<file path="src/pim_regs.svh">
// Purpose: byte allocations and image limits of the process image mapper
// Assumes: byte counts fit in 8 bits, image lengths in 16 bits
// Notes: definitions only
`ifndef PIM_REGS_SVH
`define PIM_REGS_SVH

`define PIM_SI_OUT_BYTES 8'h04
`define PIM_DIAG_BYTES 8'h04
`define PIM_DIG8_BYTES 8'h01
`define PIM_DIG16_BYTES 8'h02
`define PIM_CH_BYTES 8'h02
`define PIM_SM_BYTES_S 8'h2C
`define PIM_SM_BYTES_M 8'h46
`define PIM_SM_BYTES_L 8'h86
`define PIM_MIN_IMAGE 16'h0002

`endif

</file>
<file path="src/pim_pkg.sv">
// Purpose: types shared by the process image mapper files
// Assumes: nothing beyond the header of allocations
// Notes: kind codes are the configuration inputs per module position
package pim_pkg;

   typedef enum logic [3:0] {
      PIM_K_EMPTY = 4'h0,
      PIM_K_SI = 4'h1,
      PIM_K_DI8 = 4'h2,
      PIM_K_DI16 = 4'h3,
      PIM_K_DO8 = 4'h4,
      PIM_K_DO16 = 4'h5,
      PIM_K_DM8 = 4'h6,
      PIM_K_AI2 = 4'h7,
      PIM_K_AI4 = 4'h8,
      PIM_K_AO2 = 4'h9,
      PIM_K_AM2 = 4'hA,
      PIM_K_TEMP4 = 4'hB,
      PIM_K_FRQ4 = 4'hC,
      PIM_K_SMASTER = 4'hD
   } pim_kind_t;

   typedef enum logic [1:0] {
      PIM_SM_S = 2'h0,
      PIM_SM_M = 2'h1,
      PIM_SM_L = 2'h2,
      PIM_SM_L2 = 2'h3
   } pim_smsize_t;

   typedef enum logic [1:0] {
      PIM_IW_IDLE = 2'b00,
      PIM_IW_DIAG = 2'b01,
      PIM_IW_MOD = 2'b10,
      PIM_IW_PAD = 2'b11
   } pim_iw_st_t;

   typedef enum logic [1:0] {
      PIM_OW_IDLE = 2'b00,
      PIM_OW_SEEK = 2'b01,
      PIM_OW_TAKE = 2'b10,
      PIM_OW_PAD = 2'b11
   } pim_ow_st_t;

endpackage : pim_pkg

</file>
<file path="src/pim_mapper.sv">
// Purpose: builds the cyclic input image and splits the output image
// Assumes: fetch source answers in the same cycle as o_fetch_req
// Notes: empty positions cost one idle cycle each while walking
`timescale 1ns/1ps
`default_nettype none
`include "pim_regs.svh"

//Operation
// - Module bytes fill both images in position order from position 0.
// - With diagnostics on, diagnostic bytes open the input image.
// - Each image is at least two bytes, padded up from zero or one.
// - An odd image byte count gets exactly one pad byte to become even.
// - Interface unit: 4 out bytes, 4 in bytes only with diagnostics on.
// - Digital modules take a byte per 8 points, mixed ones one each way.
// - Analogue, temperature and counter units take 2 bytes per channel.
// - Sensor master takes 44, 70 or 134 bytes each way per its switch.
module pim_mapper
   import pim_pkg::*;
#(
   parameter int N_SLOTS = 10
)
(
   input wire logic i_clk,
   input wire logic i_rst_n,
   input wire logic [N_SLOTS*4-1:0] i_slot_kind,
   input wire logic [N_SLOTS*2-1:0] i_sm_size,
   input wire logic i_diag_en,
   input wire logic i_in_start,
   output logic o_fetch_req,
   output logic o_fetch_diag,
   output logic [7:0] o_fetch_slot,
   output logic [7:0] o_fetch_idx,
   input wire logic [7:0] i_fetch_byte,
   output logic o_in_valid,
   output logic [7:0] o_in_byte,
   output logic o_in_done,
   output logic o_in_busy,
   input wire logic i_out_start,
   input wire logic i_out_valid,
   input wire logic [7:0] i_out_byte,
   output logic o_out_ready,
   output logic o_wr_valid,
   output logic [7:0] o_wr_slot,
   output logic [7:0] o_wr_idx,
   output logic [7:0] o_wr_byte,
   output logic o_out_done
);

   localparam int SW = $clog2(N_SLOTS + 1);
   localparam logic [SW-1:0] LAST_SLOT = SW'(N_SLOTS);

   // input image walker
   pim_iw_st_t iw_st_ff, nxt_iw_st;
   logic [SW-1:0] iw_slot_ff, nxt_iw_slot;
   logic [7:0] iw_idx_ff, nxt_iw_idx;
   logic [15:0] iw_cnt_ff, nxt_iw_cnt;
   logic pend_pad_ff, nxt_pend_pad;
   logic pend_done_ff, nxt_pend_done;
   logic nxt_fetch_req, nxt_fetch_diag;

   wire iw_at_end = (iw_slot_ff == LAST_SLOT);
   wire [SW-1:0] iw_sel = iw_at_end ? '0 : iw_slot_ff;
   wire [3:0] iw_kind = i_slot_kind[iw_sel*4 +: 4];
   wire [1:0] iw_sm = i_sm_size[iw_sel*2 +: 2];
   wire [7:0] iw_in_sz;
   wire [7:0] iw_unused_out;
   // interface unit input bytes already went out as diagnostics
   wire [7:0] iw_eff_sz = (iw_kind == PIM_K_SI) ? 8'h00 : iw_in_sz;
   wire iw_pad_need = (iw_cnt_ff < `PIM_MIN_IMAGE) ||
                      iw_cnt_ff[0];

   pim_size_lut u_iw_lut (
      .i_kind(iw_kind),
      .i_sm_size(iw_sm),
      .i_diag_en(i_diag_en),
      .o_in_bytes(iw_in_sz),
      .o_out_bytes(iw_unused_out)
   );

   always_comb begin
      nxt_iw_st = iw_st_ff;
      nxt_iw_slot = iw_slot_ff;
      nxt_iw_idx = iw_idx_ff;
      nxt_iw_cnt = iw_cnt_ff;
      nxt_fetch_req = 1'b0;
      nxt_fetch_diag = 1'b0;
      nxt_pend_pad = 1'b0;
      nxt_pend_done = 1'b0;
      case (iw_st_ff)
         PIM_IW_IDLE: begin
            if (i_in_start) begin
               nxt_iw_slot = '0;
               nxt_iw_idx = 8'h00;
               nxt_iw_cnt = 16'h0000;
               nxt_iw_st = i_diag_en ? PIM_IW_DIAG : PIM_IW_MOD;
            end
         end
         PIM_IW_DIAG: begin
            nxt_fetch_req = 1'b1;
            nxt_fetch_diag = 1'b1;
            nxt_iw_cnt = iw_cnt_ff + 16'h0001;
            if (iw_idx_ff == `PIM_DIAG_BYTES - 8'h01) begin
               nxt_iw_idx = 8'h00;
               nxt_iw_st = PIM_IW_MOD;
            end else begin
               nxt_iw_idx = iw_idx_ff + 8'h01;
            end
         end
         PIM_IW_MOD: begin
            if (iw_at_end) begin
               nxt_iw_st = PIM_IW_PAD;
            end else if (iw_eff_sz == 8'h00) begin
               nxt_iw_slot = iw_slot_ff + SW'(1);
            end else begin
               nxt_fetch_req = 1'b1;
               nxt_iw_cnt = iw_cnt_ff + 16'h0001;
               if (iw_idx_ff == iw_eff_sz - 8'h01) begin
                  nxt_iw_idx = 8'h00;
                  nxt_iw_slot = iw_slot_ff + SW'(1);
               end else begin
                  nxt_iw_idx = iw_idx_ff + 8'h01;
               end
            end
         end
         PIM_IW_PAD: begin
            if (iw_pad_need) begin
               nxt_pend_pad = 1'b1;
               nxt_iw_cnt = iw_cnt_ff + 16'h0001;
            end else begin
               nxt_pend_done = 1'b1;
               nxt_iw_st = PIM_IW_IDLE;
            end
         end
         default: nxt_iw_st = PIM_IW_IDLE;
      endcase
   end

   always_ff @(posedge i_clk or negedge i_rst_n) begin
      if (!i_rst_n) begin
         iw_st_ff <= PIM_IW_IDLE;
         iw_slot_ff <= '0;
         iw_idx_ff <= 8'h00;
         iw_cnt_ff <= 16'h0000;
         o_fetch_req <= 1'b0;
         o_fetch_diag <= 1'b0;
         o_fetch_slot <= 8'h00;
         o_fetch_idx <= 8'h00;
         pend_pad_ff <= 1'b0;
         pend_done_ff <= 1'b0;
      end else begin
         iw_st_ff <= nxt_iw_st;
         iw_slot_ff <= nxt_iw_slot;
         iw_idx_ff <= nxt_iw_idx;
         iw_cnt_ff <= nxt_iw_cnt;
         o_fetch_req <= nxt_fetch_req;
         o_fetch_diag <= nxt_fetch_diag;
         o_fetch_slot <= nxt_fetch_diag ? 8'h00 : 8'(iw_slot_ff);
         o_fetch_idx <= iw_idx_ff;
         pend_pad_ff <= nxt_pend_pad;
         pend_done_ff <= nxt_pend_done;
      end
   end

   // second stage: fetched byte or a zero pad byte leaves the block
   always_ff @(posedge i_clk or negedge i_rst_n) begin
      if (!i_rst_n) begin
         o_in_valid <= 1'b0;
         o_in_byte <= 8'h00;
         o_in_done <= 1'b0;
         o_in_busy <= 1'b0;
      end else begin
         o_in_valid <= o_fetch_req || pend_pad_ff;
         o_in_byte <= o_fetch_req ? i_fetch_byte : 8'h00;
         o_in_done <= pend_done_ff;
         o_in_busy <= (iw_st_ff != PIM_IW_IDLE) || o_fetch_req || pend_pad_ff;
      end
   end

   // output image walker
   pim_ow_st_t ow_st_ff, nxt_ow_st;
   logic [SW-1:0] ow_slot_ff, nxt_ow_slot;
   logic [7:0] ow_idx_ff, nxt_ow_idx;
   logic [15:0] ow_cnt_ff, nxt_ow_cnt;
   logic nxt_out_ready, nxt_wr_valid, nxt_out_done;

   wire ow_at_end = (ow_slot_ff == LAST_SLOT);
   wire [SW-1:0] ow_sel = ow_at_end ? '0 : ow_slot_ff;
   wire [3:0] ow_kind = i_slot_kind[ow_sel*4 +: 4];
   wire [1:0] ow_sm = i_sm_size[ow_sel*2 +: 2];
   wire [7:0] ow_out_sz;
   wire [7:0] ow_unused_in;
   wire ow_take = i_out_valid && o_out_ready;
   wire [15:0] ow_cnt_inc = ow_cnt_ff + 16'h0001;
   wire ow_pad_now = (ow_cnt_ff < `PIM_MIN_IMAGE) ||
                     ow_cnt_ff[0];
   wire ow_pad_inc = (ow_cnt_inc < `PIM_MIN_IMAGE) ||
                     ow_cnt_inc[0];

   pim_size_lut u_ow_lut (
      .i_kind(ow_kind),
      .i_sm_size(ow_sm),
      .i_diag_en(i_diag_en),
      .o_in_bytes(ow_unused_in),
      .o_out_bytes(ow_out_sz)
   );

   always_comb begin
      nxt_ow_st = ow_st_ff;
      nxt_ow_slot = ow_slot_ff;
      nxt_ow_idx = ow_idx_ff;
      nxt_ow_cnt = ow_cnt_ff;
      nxt_out_ready = o_out_ready;
      nxt_wr_valid = 1'b0;
      nxt_out_done = 1'b0;
      case (ow_st_ff)
         PIM_OW_IDLE: begin
            nxt_out_ready = 1'b0;
            if (i_out_start) begin
               nxt_ow_slot = '0;
               nxt_ow_idx = 8'h00;
               nxt_ow_cnt = 16'h0000;
               nxt_ow_st = PIM_OW_SEEK;
            end
         end
         PIM_OW_SEEK: begin
            if (ow_at_end) begin
               nxt_ow_st = PIM_OW_PAD;
               nxt_out_ready = ow_pad_now;
            end else if (ow_out_sz == 8'h00) begin
               nxt_ow_slot = ow_slot_ff + SW'(1);
            end else begin
               nxt_ow_st = PIM_OW_TAKE;
               nxt_out_ready = 1'b1;
            end
         end
         PIM_OW_TAKE: begin
            if (ow_take) begin
               nxt_wr_valid = 1'b1;
               nxt_ow_cnt = ow_cnt_inc;
               if (ow_idx_ff == ow_out_sz - 8'h01) begin
                  nxt_ow_idx = 8'h00;
                  nxt_ow_slot = ow_slot_ff + SW'(1);
                  nxt_ow_st = PIM_OW_SEEK;
                  nxt_out_ready = 1'b0;
               end else begin
                  nxt_ow_idx = ow_idx_ff + 8'h01;
               end
            end
         end
         PIM_OW_PAD: begin
            // padding bytes are swallowed, never written anywhere
            if (!o_out_ready) begin
               nxt_out_done = 1'b1;
               nxt_ow_st = PIM_OW_IDLE;
            end else if (ow_take) begin
               nxt_ow_cnt = ow_cnt_inc;
               nxt_out_ready = ow_pad_inc;
            end
         end
         default: nxt_ow_st = PIM_OW_IDLE;
      endcase
   end

   always_ff @(posedge i_clk or negedge i_rst_n) begin
      if (!i_rst_n) begin
         ow_st_ff <= PIM_OW_IDLE;
         ow_slot_ff <= '0;
         ow_idx_ff <= 8'h00;
         ow_cnt_ff <= 16'h0000;
         o_out_ready <= 1'b0;
         o_wr_valid <= 1'b0;
         o_wr_slot <= 8'h00;
         o_wr_idx <= 8'h00;
         o_wr_byte <= 8'h00;
         o_out_done <= 1'b0;
      end else begin
         ow_st_ff <= nxt_ow_st;
         ow_slot_ff <= nxt_ow_slot;
         ow_idx_ff <= nxt_ow_idx;
         ow_cnt_ff <= nxt_ow_cnt;
         o_out_ready <= nxt_out_ready;
         o_wr_valid <= nxt_wr_valid;
         o_wr_slot <= 8'(ow_slot_ff);
         o_wr_idx <= ow_idx_ff;
         o_wr_byte <= i_out_byte;
         o_out_done <= nxt_out_done;
      end
   end

endmodule : pim_mapper
`default_nettype wire

</file>
<file path="src/pim_size_lut.sv">
// Purpose: input and output byte allocation of one module position
// Assumes: kind and switch are stable while looked up
// Notes: purely combinational
`timescale 1ns/1ps
`default_nettype none
`include "pim_regs.svh"

module pim_size_lut
   import pim_pkg::*;
(
   input wire logic [3:0] i_kind,
   input wire logic [1:0] i_sm_size,
   input wire logic i_diag_en,
   output logic [7:0] o_in_bytes,
   output logic [7:0] o_out_bytes
);

   wire [7:0] sm_bytes;

   assign sm_bytes = (i_sm_size == PIM_SM_S) ? `PIM_SM_BYTES_S :
                     (i_sm_size == PIM_SM_M) ? `PIM_SM_BYTES_M :
                     `PIM_SM_BYTES_L;

   always_comb begin
      o_in_bytes = 8'h00;
      o_out_bytes = 8'h00;
      case (pim_kind_t'(i_kind))
         PIM_K_SI: begin
            o_out_bytes = `PIM_SI_OUT_BYTES;
            o_in_bytes = i_diag_en ? `PIM_DIAG_BYTES : 8'h00;
         end
         PIM_K_DI8: o_in_bytes = `PIM_DIG8_BYTES;
         PIM_K_DI16: o_in_bytes = `PIM_DIG16_BYTES;
         PIM_K_DO8: o_out_bytes = `PIM_DIG8_BYTES;
         PIM_K_DO16: o_out_bytes = `PIM_DIG16_BYTES;
         PIM_K_DM8: begin
            o_in_bytes = `PIM_DIG8_BYTES;
            o_out_bytes = `PIM_DIG8_BYTES;
         end
         PIM_K_AI2: o_in_bytes = `PIM_CH_BYTES * 8'h02;
         PIM_K_AI4: o_in_bytes = `PIM_CH_BYTES * 8'h04;
         PIM_K_AO2: o_out_bytes = `PIM_CH_BYTES * 8'h02;
         PIM_K_AM2: begin
            o_in_bytes = `PIM_CH_BYTES * 8'h02;
            o_out_bytes = `PIM_CH_BYTES * 8'h02;
         end
         PIM_K_TEMP4: o_in_bytes = `PIM_CH_BYTES * 8'h04;
         PIM_K_FRQ4: o_in_bytes = `PIM_CH_BYTES * 8'h04;
         PIM_K_SMASTER: begin
            o_in_bytes = sm_bytes;
            o_out_bytes = sm_bytes;
         end
         default: begin
            o_in_bytes = 8'h00;
            o_out_bytes = 8'h00;
         end
      endcase
   end

endmodule : pim_size_lut
`default_nettype wire

</file>
<file path="config.mk">
export PLATFORM = sky130hd
export DESIGN_NAME = pim_mapper
export DESIGN_NICKNAME = d
export VERILOG_FILES = /design/src/pim_pkg.sv /design/src/pim_mapper.sv /design/src/pim_size_lut.sv
export VERILOG_INCLUDE_DIRS = /design/src /design/src/src
export SDC_FILE = /design/constraint.sdc
export NUM_CORES = 1
export LEC_CHECK = 0
export BUFFER_PORTS_ARGS = -buffer_cell sky130_fd_sc_hd__buf_2
export CORE_MARGIN = 2
export CORE_UTILIZATION = 40
export CTS_CLUSTER_SIZE = 10
export DETAILED_ROUTE_END_ITERATION = 6
export PLACE_DENSITY_LB_ADDON = 0.05
export SETUP_SLACK_MARGIN = 0.5
export SYNTH_ARGS = -nofsm -noshare
export SYNTH_HDL_FRONTEND = slang
export SYNTH_SLANG_ARGS = --single-unit
</file>
<file path="constraint.sdc">
create_clock -name i_clk -period 9.7 [get_ports i_clk]
set_input_delay 1.455 -clock i_clk [delete_from_list [all_inputs] [get_ports i_clk]]
set_output_delay 1.455 -clock i_clk [all_outputs]
set_load 0.02 [all_outputs]
</file>
; Word-level counts from Yosys, hierarchy flattened
; Index checks and enable logic that the tools add are counted.
[word_totals]
register_bits = 110
wordCells = 191
output_inout_bits = 56
input_bits = 82
[classes]
eq_ne = 46
n_shift = 4
mux = 73
reduce_logical = 33
n_lt_le_gt_ge = 3
add_sub_neg = 8
[ops]
columns = operator, n
row1 = 16-bit 2-to-1 mux, 7
row2 = 8-bit 2-to-1 mux, 14
row3 = 40-bit by 7-bit variable part select with 4-bit output, 2
row4 = 16-bit case mux with 4 select lines, 1
row5 = "16-bit by 2-bit < comparator with 1-bit output, second input constant", 3
row6 = 4-bit 2-to-1 mux, 12
row7 = 16-bit case mux with 3 select lines, 1
row8 = "4-bit == test, second input constant", 10
row9 = 8-bit case mux with 5 select lines, 1
row10 = 20-bit by 6-bit variable part select with 2-bit output, 2
row11 = "16-bit by 1-bit adder with 16-bit output, second input constant", 2
row12 = 8-bit case mux with 4 select lines, 1
row13 = "2-bit != test, second input constant", 14
row14 = 8-bit case mux with 3 select lines, 1
row15 = 2-bit 2-to-1 mux, 11
row16 = "4-bit by 3-bit == test with 1-bit output, second input constant", 5
row17 = 1-bit 2-to-1 mux, 17
row18 = "8-bit by 1-bit adder with 8-bit output, second input constant", 2
row19 = 8-bit == test, 2
row20 = 8-bit zero test, 2
row21 = 2-bit case mux with 4 select lines, 2
row22 = 8-bit case mux with 2 select lines, 1
row23 = 4-bit AND reduction, 4
row24 = "8-bit by 1-bit subtractor with 8-bit output, second input constant", 2
row25 = other kinds (21), 48

; Logic depth before layout (Yosys ltp)
; Gate-level depths: netlist of run 1.
[depth]
word_depth = 14
ltp_mapped = 22
depth_no_buf = 20

; Hierarchy
; From an unflattened synthesis of run 1, not the netlist that was laid out.
[unflattened]
cells_unflattened = 835
hier_area_um2 = 7482.2
[modules_own_cells]
columns = mod, cells_per_inst, n_inst, seq_area_each_um2, area_per_inst_um2
row1 = pim_mapper, 761, 1, 2752.6, 6960.4
row2 = pim_size_lut at u_ow_lut, 38, 1, 0.0, 276.5
row3 = pim_size_lut at u_iw_lut, 36, 1, 0.0, 245.2

; Worst setup path before layout of run 1
; OpenSTA, ideal clock, no wires.
[synth_path]
kind = input port to flip-flop
start = in i_slot_kind[30]
end = reg iw_slot_ff[0]
t_required_ns = 9.579
arrival_time_ns = 4.712
slack_ns = 4.867
n_path_buf = 1
setup_ns = 0.121
cell_stages = 17
path_cell_list = mux2i_1 > a221oi_1 > a21oi_1 > o211ai_1 > clkbuf_1 > and2_1 > a31oi_1 > or2_2 > ha_1 > xor2_1 > o211ai_1 > o2111ai_1 > o2111a_1 > nand4b_1 > o21bai_1 > mux2_2 > a22o_1
[synth_between]
elab_chain_cells = 9
elab_cells_between_ends = 24
classes_between = 1 x add/sub / 12 x eq/ne / 1 x shift / 5 x mux / 5 x reduce/logical
[synth_lines]
columns = element, line_no
row1 = "start, declared", pim_mapper.sv:25  ; input wire logic [N_SLOTS*4-1:0] i_slot_kind,
row2 = 40-bit by 7-bit variable part select with 4-bit output (*), pim_mapper.sv:63  ; wire [3:0] iw_kind = i_slot_kind[iw_sel*4 +: 4];
row3 = 4-bit == test (tied with other cells), pim_size_lut.sv:27  ; case (pim_kind_t'(i_kind))
row4 = 3-bit OR reduction (no source line) or 2-bit OR reduction (tied branches), -
row5 = 8-bit case mux with 5 select lines, pim_size_lut.sv:27
row6 = 8-bit 2-to-1 mux (*), pim_mapper.sv:68  ; wire [7:0] iw_eff_sz = (iw_kind == PIM_K_SI) ? 8'h00 : iw_in_sz;
row7 = 8-bit by 1-bit subtractor with 8-bit output or 8-bit zero test (tied branches), "pim_mapper.sv:117, pim_mapper.sv:112"
row8 = 8-bit == test or 4-bit 2-to-1 mux (tied branches), "pim_mapper.sv:117, pim_mapper.sv:112"
row9 = 3-bit != test (no source line) or 4-bit 2-to-1 mux (tied branches), -
row10 = 4-bit AND reduction (no source line) or 4-bit case mux with 2 select lines (tied branches), -
row11 = "end signal, assigned", pim_mapper.sv:152  ; iw_slot_ff <= nxt_iw_slot;
row12 = "end, declared", pim_mapper.sv:54  ; logic [SW-1:0] iw_slot_ff, nxt_iw_slot;
; Every way passes the cells marked *; elsewhere a longest branch is shown, timed or not. The select of a mux whose other input is x is not followed.
; A chain may end at the register's enable or synchronous reset.

; Final worst setup path of run 1
[layout_path]
start = reg iw_slot_ff[0]
end = reg iw_slot_ff[1]
[layout_between]
elab_chain_cells = 12
elab_cells_between_ends = 34
classes_between = 2 x add/sub / 15 x eq/ne / 2 x shift / 9 x mux / 6 x reduce/logical
[layout_lines]
columns = element
row1 = "parallel branches: the longest is 12 deep, another holds 8-bit by 1-bit subtractor with 8-bit output"
; Several ways; the timed one is not identified. The select of a mux whose other input is x is not followed.

==> impl_metrics.yaml, run 1 <==
power_and_ir_drop:
  leakage_nw: 3.73
  power.total_mw: 2.09
  p_per_area_nw_per_um2: 258
  vdd_drop_max_v: 0.000105
  seqPwrFrac: 0.283
  switchingPower_uw: 964
  clkPwrFrac: 0.166
  comb_power_share: 0.550
  swShare: 0.461
  internal-power_mw: 1.13
placement:
  dpl_cell_area_um2: 7830
  io_buffers: 129
  gp_congestion: 0.925
  hpwl_um: 15500
logic_synthesis:
  synth_area_leaders: "dfrtp_1, nand2_1, mux2i_1"
  synth.distinct_cells: 88
  ys_ff_latch: 110
  synthTopCellsByCount: "dfrtp_1, nand2_1, nor2_1, o21ai_0, nand3_1"
  synth_cells: 781
  synth.avg_cell_area_um2: 9.10
  synth_top_cell_by_area: "dfrtp_1"
  synth_area_um2: 7100
  async_flop_share: 1.00
  synth-warning-count: 0
  yosysMostFrequentCell: "dfrtp_1"
  synth_edf_count: 0
  synthFlopType: "dfrtp_1"
  ys_seq_area_frac: 0.387
  yosysTopAreaCellShare: 0.387
timing:
  final_hold_viol_count: 0
  skew_ns: 0.00835
  grt_setup_unrepaired: "false"
  drv_slew: 0
  setup_viol: 0
  finalCritPeriodShare: 0.573
  max_slew_margin: 0.313
  fmax_ghz: 0.180
  fin_tns_setup_ns: 0
  worst_pin_slew_ns: 1.03
  whs_ns: 0.363
  period_minus_slack_ns: 5.56
global_route:
  grt_max_degree: 81
  grt-ovfl-total: 0
  grt_pass1_vias: 6062
  grt_pass1_wl_um: 32300
  grt.total_usage: 0.218
  antenna_found_initial: 0
route:
  vias: 6375
  routedWlPerCell_um: 18.3
  drt_wl_total_um: 20400
  drc: 0
  vias_per_cell: 5.71
  drt_iter0_drc: 498
  drt_pass1_iterations: 5
  drtAntennaViolNets: 0
cells_and_area:
  multiInputGateArea_um2: 3990
  fillers: 1703
  seqCellArea_um2: 2750
  diodes: 0
  area_growth_syn_to_layout_pct: 14.1
  fin_util: 0.467
  fin_nets: 991
  final_area_um2: 8110
  drive_gt1_frac: 0.203
floorplanning:
  die_y_um: 137
  rows: 48
  coreArea_um2: 17400
  start_util: 0.409
  die-area_um2: 18800
  die_w_um: 137
  ios: 138
setup_path:
  regToRegSetupSlack_ns: 4.14
  crit_family: "compound AO/OA/AOI/OAI gates"
  cp-end-kind: "flop"
  crit_fanout: 31
  cpMaxStageDelayCell: "o211ai_1"
  crit_type: "reg2reg"
  reg2regPathDepth: 19
  required_ns: 9.94
  path_cells: "buf_4 > inv_1 > ha_1 > nand3b_1 > nand2_1 > mux2i_1 > o211ai_1 > and2_1 > a31oi_1 > or2_2 > ha_1 > xor2_1 > o211ai_1 > o2111ai_1 > o2111a_1 > nand4b_1 > o21bai_1 > mux2_2 > a22o_1"
  cp.depth: 19
  cp.arrival_ns: 5.80
  startpoint_type: "flop"
  critPathMaxStageDelay_ns: 0.82
  r2r_start: "iw_slot_ff[0]$_DFFE_PN0P_"
  worstSetupStartpoint: "iw_slot_ff[0]$_DFFE_PN0P_"
  reg2reg_to: "iw_slot_ff[1]$_DFFE_PN0P_"
  endpoint: "iw_slot_ff[1]$_DFFE_PN0P_"
  crit_buf_inv: 2
cts:
  cts_resized: 0
  clk_pin_slew_worst_paths_ns: 0.07
  root_buffer: "clkbuf_16"
  numCtsBuffers: 9
  cts_setup_buffers: 0
  hold_buffers: 0
  clockBufferDepth: 2
  cts_tree: "done"
  h-tree-depth: 3
  clkLatencyLatePin_ns: 0.35
  cts.sinks: 110
hold_path:
  min_path_type: "reg2reg"
run_status:
  status: "completed"
run:
  cap_viol_max_count: 0
==> flip-flops by register name, indices dropped and copies added, names as in the netlist, 2 cells and up <==
| signal | flops |
|---|---|
| iw_slot_ff | 4 |
| o_wr_idx | 8 |
| iw_st_ff | 2 |
| ow_slot_ff | 4 |
| o_fetch_idx | 8 |
| ow_idx_ff | 8 |
| iw_idx_ff | 8 |
| o_in_byte | 8 |
| ow_cnt_ff | 16 |
| ow_st_ff | 2 |
| o_fetch_slot | 4 |
| o_wr_byte | 8 |
| o_wr_slot | 4 |
| iw_cnt_ff | 16 |
==> stage by stage <==
stage	cells	setup slack, ns
after detailed placement	1102	4.18
after floorplan	788	4.87
after CTS	1117	4.16
after global placement	1102	4.35
after global routing	1117	3.62
final	1117	4.14
==> worst min path at each step <==
stage / from / end / cells after the start
after floorplan: pend_done_ff$_DFF_PN0_ / o_in_done$_DFF_PN0_ / 0
after global placement: pend_done_ff$_DFF_PN0_ / o_in_done$_DFF_PN0_ / 0
after detailed placement: pend_done_ff$_DFF_PN0_ / o_in_done$_DFF_PN0_ / 0
after CTS: pend_done_ff$_DFF_PN0_ / o_in_done$_DFF_PN0_ / 0
after global routing: pend_done_ff$_DFF_PN0_ / o_in_done$_DFF_PN0_ / 0
final: pend_done_ff$_DFF_PN0_ / o_in_done$_DFF_PN0_ / 0
==> cell type report <==
cell class                 instances  share of cell area
timing repair buffer             134              0.0846
clock buffer                       9              0.0278
tap                              225              0.0347
multi-input combinational        601               0.493
sequential                       110               0.340
inverter                          32              0.0148
clock inverter                     6             0.00587
==> routing by layer <==
| layer | vias up | part of all wire | track usage |
|---|---|---|---|
| met5 | - | 0 | 0 |
| met4 | 0 | 0.011 | 0.0504 |
| met3 | 14 | 0.075 | 0.0522 |
| met2 | 244 | 0.44 | 0.337 |
| met1 | 3040 | 0.47 | 0.309 |
| li1 | 3077 | - | - |
==> power by group through the flow <==
stage          registers [mW]  logic [mW]  clock network [mW]
2_1_floorplan           0.626       0.838                   0
3_3_place_gp            0.599        1.13                   0
3_5_place_dp            0.602        1.14                   0
4_1_cts                 0.593        1.14               0.359
5_1_grt                 0.603        1.27               0.381
6_report                0.593        1.15               0.348
==> logic make-up (layout without fill, tap and decap cells) <==
kind of cell / count (synthesis) / after routing / share of synthesized area
AOI/OAI and AO/OA: 209 / 209 / 0.208
muxes: 43 / 43 / 0.0713
buffers and inverters: 77 / 181 / 0.0541
and+or+nand+nor: 301 / 301 / 0.218
other: 1 / 8 / 0.000528
DFF: 110 / 110 / 0.387
adders and majority gates: 21 / 21 / 0.0370
xor gates and xnor gates: 19 / 19 / 0.0234
==> placed cells by master (no fill, tap or decap), types with 8 or more instances in the layout <==
cell	instances
buf_2	128
dfrtp_1	110
nand2_1	79
nor2_1	62
o21ai_0	43
nand3_1	41
a21oi_1	32
inv_1	32
mux2i_1	27
ha_1	21
nor3_1	16
and2_1	14
nand2b_1	13
or3_1	11
o22ai_1	10
o211ai_1	10
xor2_1	10
a211oi_1	9
mux2_2	9
nand4_1	9
xnor2_1	9
and3_1	9
clkbuf_16	9
conb_1	8
(Power assumes the default switching activity.)
==> run 2, diff against run 1 <==
Clock period 9.7 ns to 4.9 ns, I/O delays scaled along.
==> run 2 against run 1 <==
Net effect:
- critical path depth is the same
- core utilization grew 3.4 points
- register-to-register slack lost 3.4 ns
- count of clock-buffer cells in the layout grew 3
- cell count grew 3.0%
- maximum frequency grew 33%
- routed wire length grew 1.9%
- non-clock buffer count grew 32
- first-iteration DRC count shrank 22%
- flip-flop and latch count is the same
- largest cell class unchanged
==> impl_metrics.yaml, run 2 (same netlist as run 1, synthesis figures left out) <==
setup_path:
  crit_type: "reg2reg"
  reg2regPathDepth: 19
  crit_family: "compound AO/OA/AOI/OAI gates"
  path_cells: "inv_1 > ha_4 > and3b_2 > o21bai_1 > a21oi_1 > o211ai_1 > buf_4 > nor3_1 > a31oi_1 > or2_2 > ha_2 > xor2_4 > o211ai_1 > o2111ai_1 > o2111a_1 > nand4b_1 > o211ai_4 > nand2_2 > a221o_1"
  startpoint_type: "flop"
  r2r_start: "iw_slot_ff[0]$_DFFE_PN0P_"
  cp-end-kind: "flop"
  critPathMaxStageDelay_ns: 0.44
  crit_path_frequent_cell: "o211ai_1"
  crit_fanout: 8
  reg2reg_to: "iw_idx_ff[7]$_DFFE_PN0P_"
  cp.arrival_ns: 4.42
  cpMaxStageDelayCell: "dfrtp_2"
  crit_buf_inv: 2
  regToRegSetupSlack_ns: 0.72
  required_ns: 5.14
timing:
  final_hold_viol_count: 0
  finalCritPeriodShare: 0.854
  whs_ns: 0.353
  fin_tns_setup_ns: 0
  period_minus_slack_ns: 4.18
  drv_slew: 0
  setup_viol: 0
  skew_ns: 0.00835
  grt_setup_unrepaired: "false"
  worst_pin_slew_ns: 0.950
  fin_ws_ns: 0.717
  max_slew_margin: 0.367
  fmax_ghz: 0.239
placement:
  post-place-ws_ns: 0.270
  io_buffers: 129
  dpl_cell_area_um2: 7960
  hpwl_um: 15300
  gp_congestion: 0.978
floorplanning:
  die_w_um: 137
  coreArea_um2: 17400
  die-area_um2: 18800
  start_util: 0.409
  rows: 48
  die_y_um: 137
  ios: 138
cts:
  clk_pin_slew_worst_paths_ns: 0.07
  clockBufferDepth: 2
  h-tree-depth: 3
  clkLatencyLatePin_ns: 0.35
  numCtsBuffers: 9
  cts.sinks: 110
  root_buffer: "clkbuf_16"
  cts_tree: "done"
cells_and_area:
  fin_util: 0.501
  final_cell_mix: "buf_2, dfrtp_1, nand2_1, nor2_1, o21ai_0"
  diodes: 0
  fin_nets: 1023
  drive_gt1_frac: 0.267
  fillers: 1632
  final_area_um2: 8700
  seqCellArea_um2: 2760
  reg_top3: "iw_cnt_ff x16, ow_cnt_ff x16"
  multiInputGateArea_um2: 4180
  final_common_cell: "buf_2"
  area_growth_syn_to_layout_pct: 22.5
route:
  routedWlPerCell_um: 18.1
  drt_pass1_iterations: 5
  drt_iter0_drc: 386
  vias: 6591
  top_layer_used: "met4"
  drc: 0
  vias_per_cell: 5.73
  wl_met2_um: 9440
  wl_met3_um: 1410
  drtAntennaViolNets: 0
  drt_wl_total_um: 20800
  wl_met1_um: 9590
hold_path:
  hold_depth: 0
  min_from: "pend_done_ff$_DFF_PN0_"
  hold_end: "o_in_done$_DFF_PN0_"
  min_path_type: "reg2reg"
global_route:
  grt_max_degree: 74
  grt_pass1_vias: 6244
  grt_pass1_wl_um: 32700
  grt.total_usage: 0.218
  grt-ovfl-total: 0
  antenna_found_initial: 0
run:
  cap_viol_max_count: 0
power_and_ir_drop:
  vdd_drop_max_v: 0.000206
  leakage_nw: 4.00
  p_per_area_nw_per_um2: 539
run_status:
  status: "completed"
run 2: worst max path at each step:
stage	slack, ns	endpoint	start	cells past startpoint
after floorplan	0.51	iw_slot_ff[0]$_DFFE_PN0P_	iw_slot_ff[0]$_DFFE_PN0P_	20
after global placement	0.40	ow_idx_ff[7]$_DFFE_PN0P_	i_slot_kind[9]	18
after detailed placement	0.27	ow_idx_ff[2]$_DFFE_PN0P_	i_slot_kind[13]	18
after CTS	0.48	iw_slot_ff[1]$_DFFE_PN0P_	iw_slot_ff[1]$_DFFE_PN0P_	19
after global routing	0.47	ow_st_ff[1]$_DFFE_PN0P_	ow_slot_ff[1]$_DFFE_PN0P_	17
final	0.72	iw_idx_ff[7]$_DFFE_PN0P_	iw_slot_ff[0]$_DFFE_PN0P_	19
run 2: layout make-up:
type                            count  share of cell area
Multi-Input combinational cell    601               0.480
Sequential cell                   110               0.317
Timing Repair Buffer              166               0.118
Tap cell                          225              0.0324
Clock buffer                       12              0.0295
Inverter                           32              0.0138
Clock inverter                      4             0.00892
run 2: per-stage QoR:
step,power (mW),cells
after global placement,3.50,1116
final,4.69,1150
after CTS,4.40,1132
after detailed placement,3.53,1116
after global routing,5.01,1150
after floorplan,2.91,788
run 2: repair_timing:
action | 4_1_cts | 5_1_grt
hold buffers | 0 | 0
endpoints found under the setup margin | 18 | 24
buffers inserted | 0 | 15
hold endpoints to repair | 0 | 0
cloned | 0 | 3
pin swaps | 0 | 15
resized for setup | 12 | 40
run 2: per-layer routing:
layer  global-route usage  vias up
li1                     -     3150
met1                0.312     3161
met2                0.342      255
met3               0.0364       25
met4               0.0596        0
met5                    0        -
run 2: worst register-to-register path, delay by kind of cell, from the launching register on:
family	cells	cell delay [ns]
adder cells (fa/ha/maj)	2	0.41
XOR/XNOR	1	0.19
AO/OA/AOI/OAI	9	1.64
AND/OR/NAND/NOR	5	1.13
buffers and inverters	2	0.28
flip-flops	1	0.44
run 2: power by group:
part	total [mW]	internal, mW	switching [mW]
sequential	1.19	1.05	0.136
clock	0.812	0.479	0.333
combinational	2.69	1.11	1.58
total	4.69	2.64	2.04
==> run 3, diff against run 2 <==
Settings changed: ABC_AREA from default to 1.
==> run 3 against run 2 <==
Net effect:
- die area grew 1.0%
- critical path depth grew 7
- flip-flop and latch count stayed put
- critical path type unchanged
- core utilization is 2.3 points lower
- maximum frequency increased by 6.6%
- synthesized area is 1.1% higher
- critical endpoint is now ow_slot_ff[0]$_DFFE_PN0P_
- global-route usage down 0.55 points
- clock power decreased by 2.7%
- setup slack improved by 0.26 ns
- largest power group unchanged
- largest cell class unchanged
==> impl_metrics.yaml, run 3 <==
global_route:
  antenna_found_initial: 0
  grt_pass1_wl_um: 32200
  grt_pass1_vias: 6462
  grt.total_usage: 0.213
  grt_max_degree: 78
  grt-ovfl-total: 0
logic_synthesis:
  yosys.area_share.adder: 0.0366
  synthFlopType: "dfrtp_1"
  yosysTopAreaCellShare: 0.383
  synth_area_um2: 7180
  synth-warning-count: 0
  ys_seq_area_frac: 0.383
  synth.distinct_cells: 45
  synth_compound_area_frac: 0.0965
  synth.avg_cell_area_um2: 7.27
  synth_top_cell_by_area: "dfrtp_1"
  async_flop_share: 1.00
  ys_ff_latch: 110
  synth-simple-area-share: 0.338
  synth_top_family_by_area: "simple AND/OR/NAND/NOR gates"
  synth_edf_count: 0
  synth_area_leaders: "dfrtp_1, nand2_1, nand3_1"
  muxShareOfSynthArea: 0
  yosysMostFrequentCell: "nand2_1"
  synth_cells: 988
  synth_xor_area_frac: 0.0451
  synthTopCellsByCount: "nand2_1, inv_1, nand3_1, dfrtp_1, nor2_1"
route:
  routedWlPerCell_um: 14.4
  drt_wl_total_um: 19300
  drc: 0
  vias: 6741
  drtAntennaViolNets: 0
  drt_iter0_drc: 404
  drt_pass1_iterations: 5
  vias_per_cell: 5.03
cells_and_area:
  finalNonFillerCells: 1340
  drive_gt1_frac: 0.191
  diodes: 0
  area_growth_syn_to_layout_pct: 16.1
  reg_top3: "iw_cnt_ff x16, ow_cnt_ff x16"
  fin_nets: 1213
  final_common_cell: "nand2_1"
  fin_util: 0.478
  final_cell_mix: "nand2_1, buf_2, inv_1, nand3_1, dfrtp_1"
cts:
  h-tree-depth: 3
  clkLatencyLatePin_ns: 0.36
  root_buffer: "clkbuf_16"
  clockBufferDepth: 2
  hold_buffers: 0
  cts.sinks: 110
  clk_pin_slew_worst_paths_ns: 0.07
  cts_tree: "done"
  numCtsBuffers: 9
power_and_ir_drop:
  vdd_drop_max_v: 0.000266
  p_per_area_nw_per_um2: 540
  leakage_nw: 4.34
setup_path:
  cp.arrival_ns: 4.16
  reg2reg_to: "ow_slot_ff[0]$_DFFE_PN0P_"
  regToRegSetupSlack_ns: 0.98
  crit_fanout: 12
  startpoint_type: "flop"
  cp-end-kind: "flop"
  crit_type: "reg2reg"
  r2r_start: "ow_slot_ff[0]$_DFFE_PN0P_"
  required_ns: 5.14
  reg2regPathDepth: 26
timing:
  drv_slew: 0
  worst_pin_slew_ns: 0.969
  skew_ns: 0.00927
  finalCritPeriodShare: 0.801
  period_minus_slack_ns: 3.92
  final_hold_viol_count: 0
  grt_setup_unrepaired: "false"
  max_slew_margin: 0.354
  setup_viol: 0
  fmax_ghz: 0.255
  fin_tns_setup_ns: 0
placement:
  hpwl_um: 14600
  gp_congestion: 0.893
  place_inst: 1322
  io_buffers: 129
floorplanning:
  rows: 48
  coreArea_um2: 17400
  start_util: 0.412
  die-area_um2: 19000
  die_y_um: 138
  die_w_um: 138
  ios: 138
hold_path:
  hold_depth: 0
  min_path_type: "reg2reg"
  min_from: "pend_done_ff$_DFF_PN0_"
  hold_end: "o_in_done$_DFF_PN0_"
run:
  cap_viol_max_count: 0
run_status:
  status: "completed"
-- run 3: final cells by class --
| class | instances | area (µm²) |
|---|---|---|
| Timing Repair Buffer | 133 | 678 |
| Inverter | 136 | 513 |
| Clock buffer | 10 | 239 |
| Clock inverter | 6 | 86.3 |
| Multi-Input combinational cell | 720 | 3780 |
| Sequential cell | 110 | 2760 |
| Tap cell | 225 | 282 |
| Fill cell | 1816 | 9080 |
-- run 3: repair_timing --
action,CTS,global route
resized for setup,0,7
setup buffers,0,0
endpoints found under the setup margin,0,15
-- run 3: worst max path at each step --
stage                              startpoint                         to  slack, ns  cells after the start
detailed placement  ow_slot_ff[0]$_DFFE_PN0P_  ow_slot_ff[3]$_DFFE_PN0P_       0.65                     25
CTS                 ow_slot_ff[0]$_DFFE_PN0P_  ow_slot_ff[0]$_DFFE_PN0P_       0.65                     25
global route        ow_slot_ff[0]$_DFFE_PN0P_  ow_slot_ff[0]$_DFFE_PN0P_       0.51                     26
floorplan           ow_slot_ff[0]$_DFFE_PN0P_  ow_slot_ff[3]$_DFFE_PN0P_       1.30                     29
global placement    ow_slot_ff[0]$_DFFE_PN0P_  ow_slot_ff[2]$_DFFE_PN0P_       0.74                     25
finish              ow_slot_ff[0]$_DFFE_PN0P_  ow_slot_ff[0]$_DFFE_PN0P_       0.98                     26
-- run 3: power breakdown --
part           leakage (nW)  switching (mW)  internal (mW)
Combinational          2.70            1.74          0.783
Clock                 0.160           0.365          0.425
Sequential             1.48           0.137           1.05
Total                  4.34            2.24           2.26
-- run 3: critical path: stages (launching register included) --
cell and delay, ns:
dfrtp_2 0.49, inv_1 0.11, ha_1 0.22, nand3_4 0.19, nand2_8 0.18, nand2_1 0.08
inv_2 0.11, o21ai_1 0.07, o21ai_0 0.25, nand2_1 0.16, nor2_2 0.19, inv_2 0.06
nor2_2 0.11, o21ai_0 0.14, ha_1 0.20, inv_1 0.05, ha_1 0.23, xnor2_1 0.16
nand2_1 0.07, nor2_1 0.13, nand2_1 0.06, nor2_1 0.10, nand3_1 0.08, nand2_2 0.11
nand2_2 0.12, nand2_1 0.08, o21ai_1 0.06
-- run 3: metrics by stage --
stage          cell area, µm²  hold slack [ns]  setup WS (ns)  power, mW
3_3_place_gp             7960            0.346          0.744       3.70
4_1_cts                  8290            0.362          0.645       4.52
5_1_grt                  8330            0.365          0.505       4.98
2_1_floorplan            7210            0.331           1.30       3.13
6_report                 8330            0.355          0.977       4.50
3_5_place_dp             7960            0.346          0.648       3.71
-- run 3: metal layers --
metal  global-route usage  share of wire  vias to the layer above
met4               0.0556          0.015                        0
met5                    0              0                        -
met2                0.332           0.44                      181
met3               0.0340          0.055                       14
met1                0.308           0.49                     3111
li1                     -              -                     3435
-- run 3: cells by family (layout without fill, tap and decap cells) --
logic type,Yosys count,after routing
compound gates,121,121
xor+xnor,37,37
fa+ha+maj,21,21
buf+inv,167,285
flops,110,110
other cells,1,8
simple gates,531,533
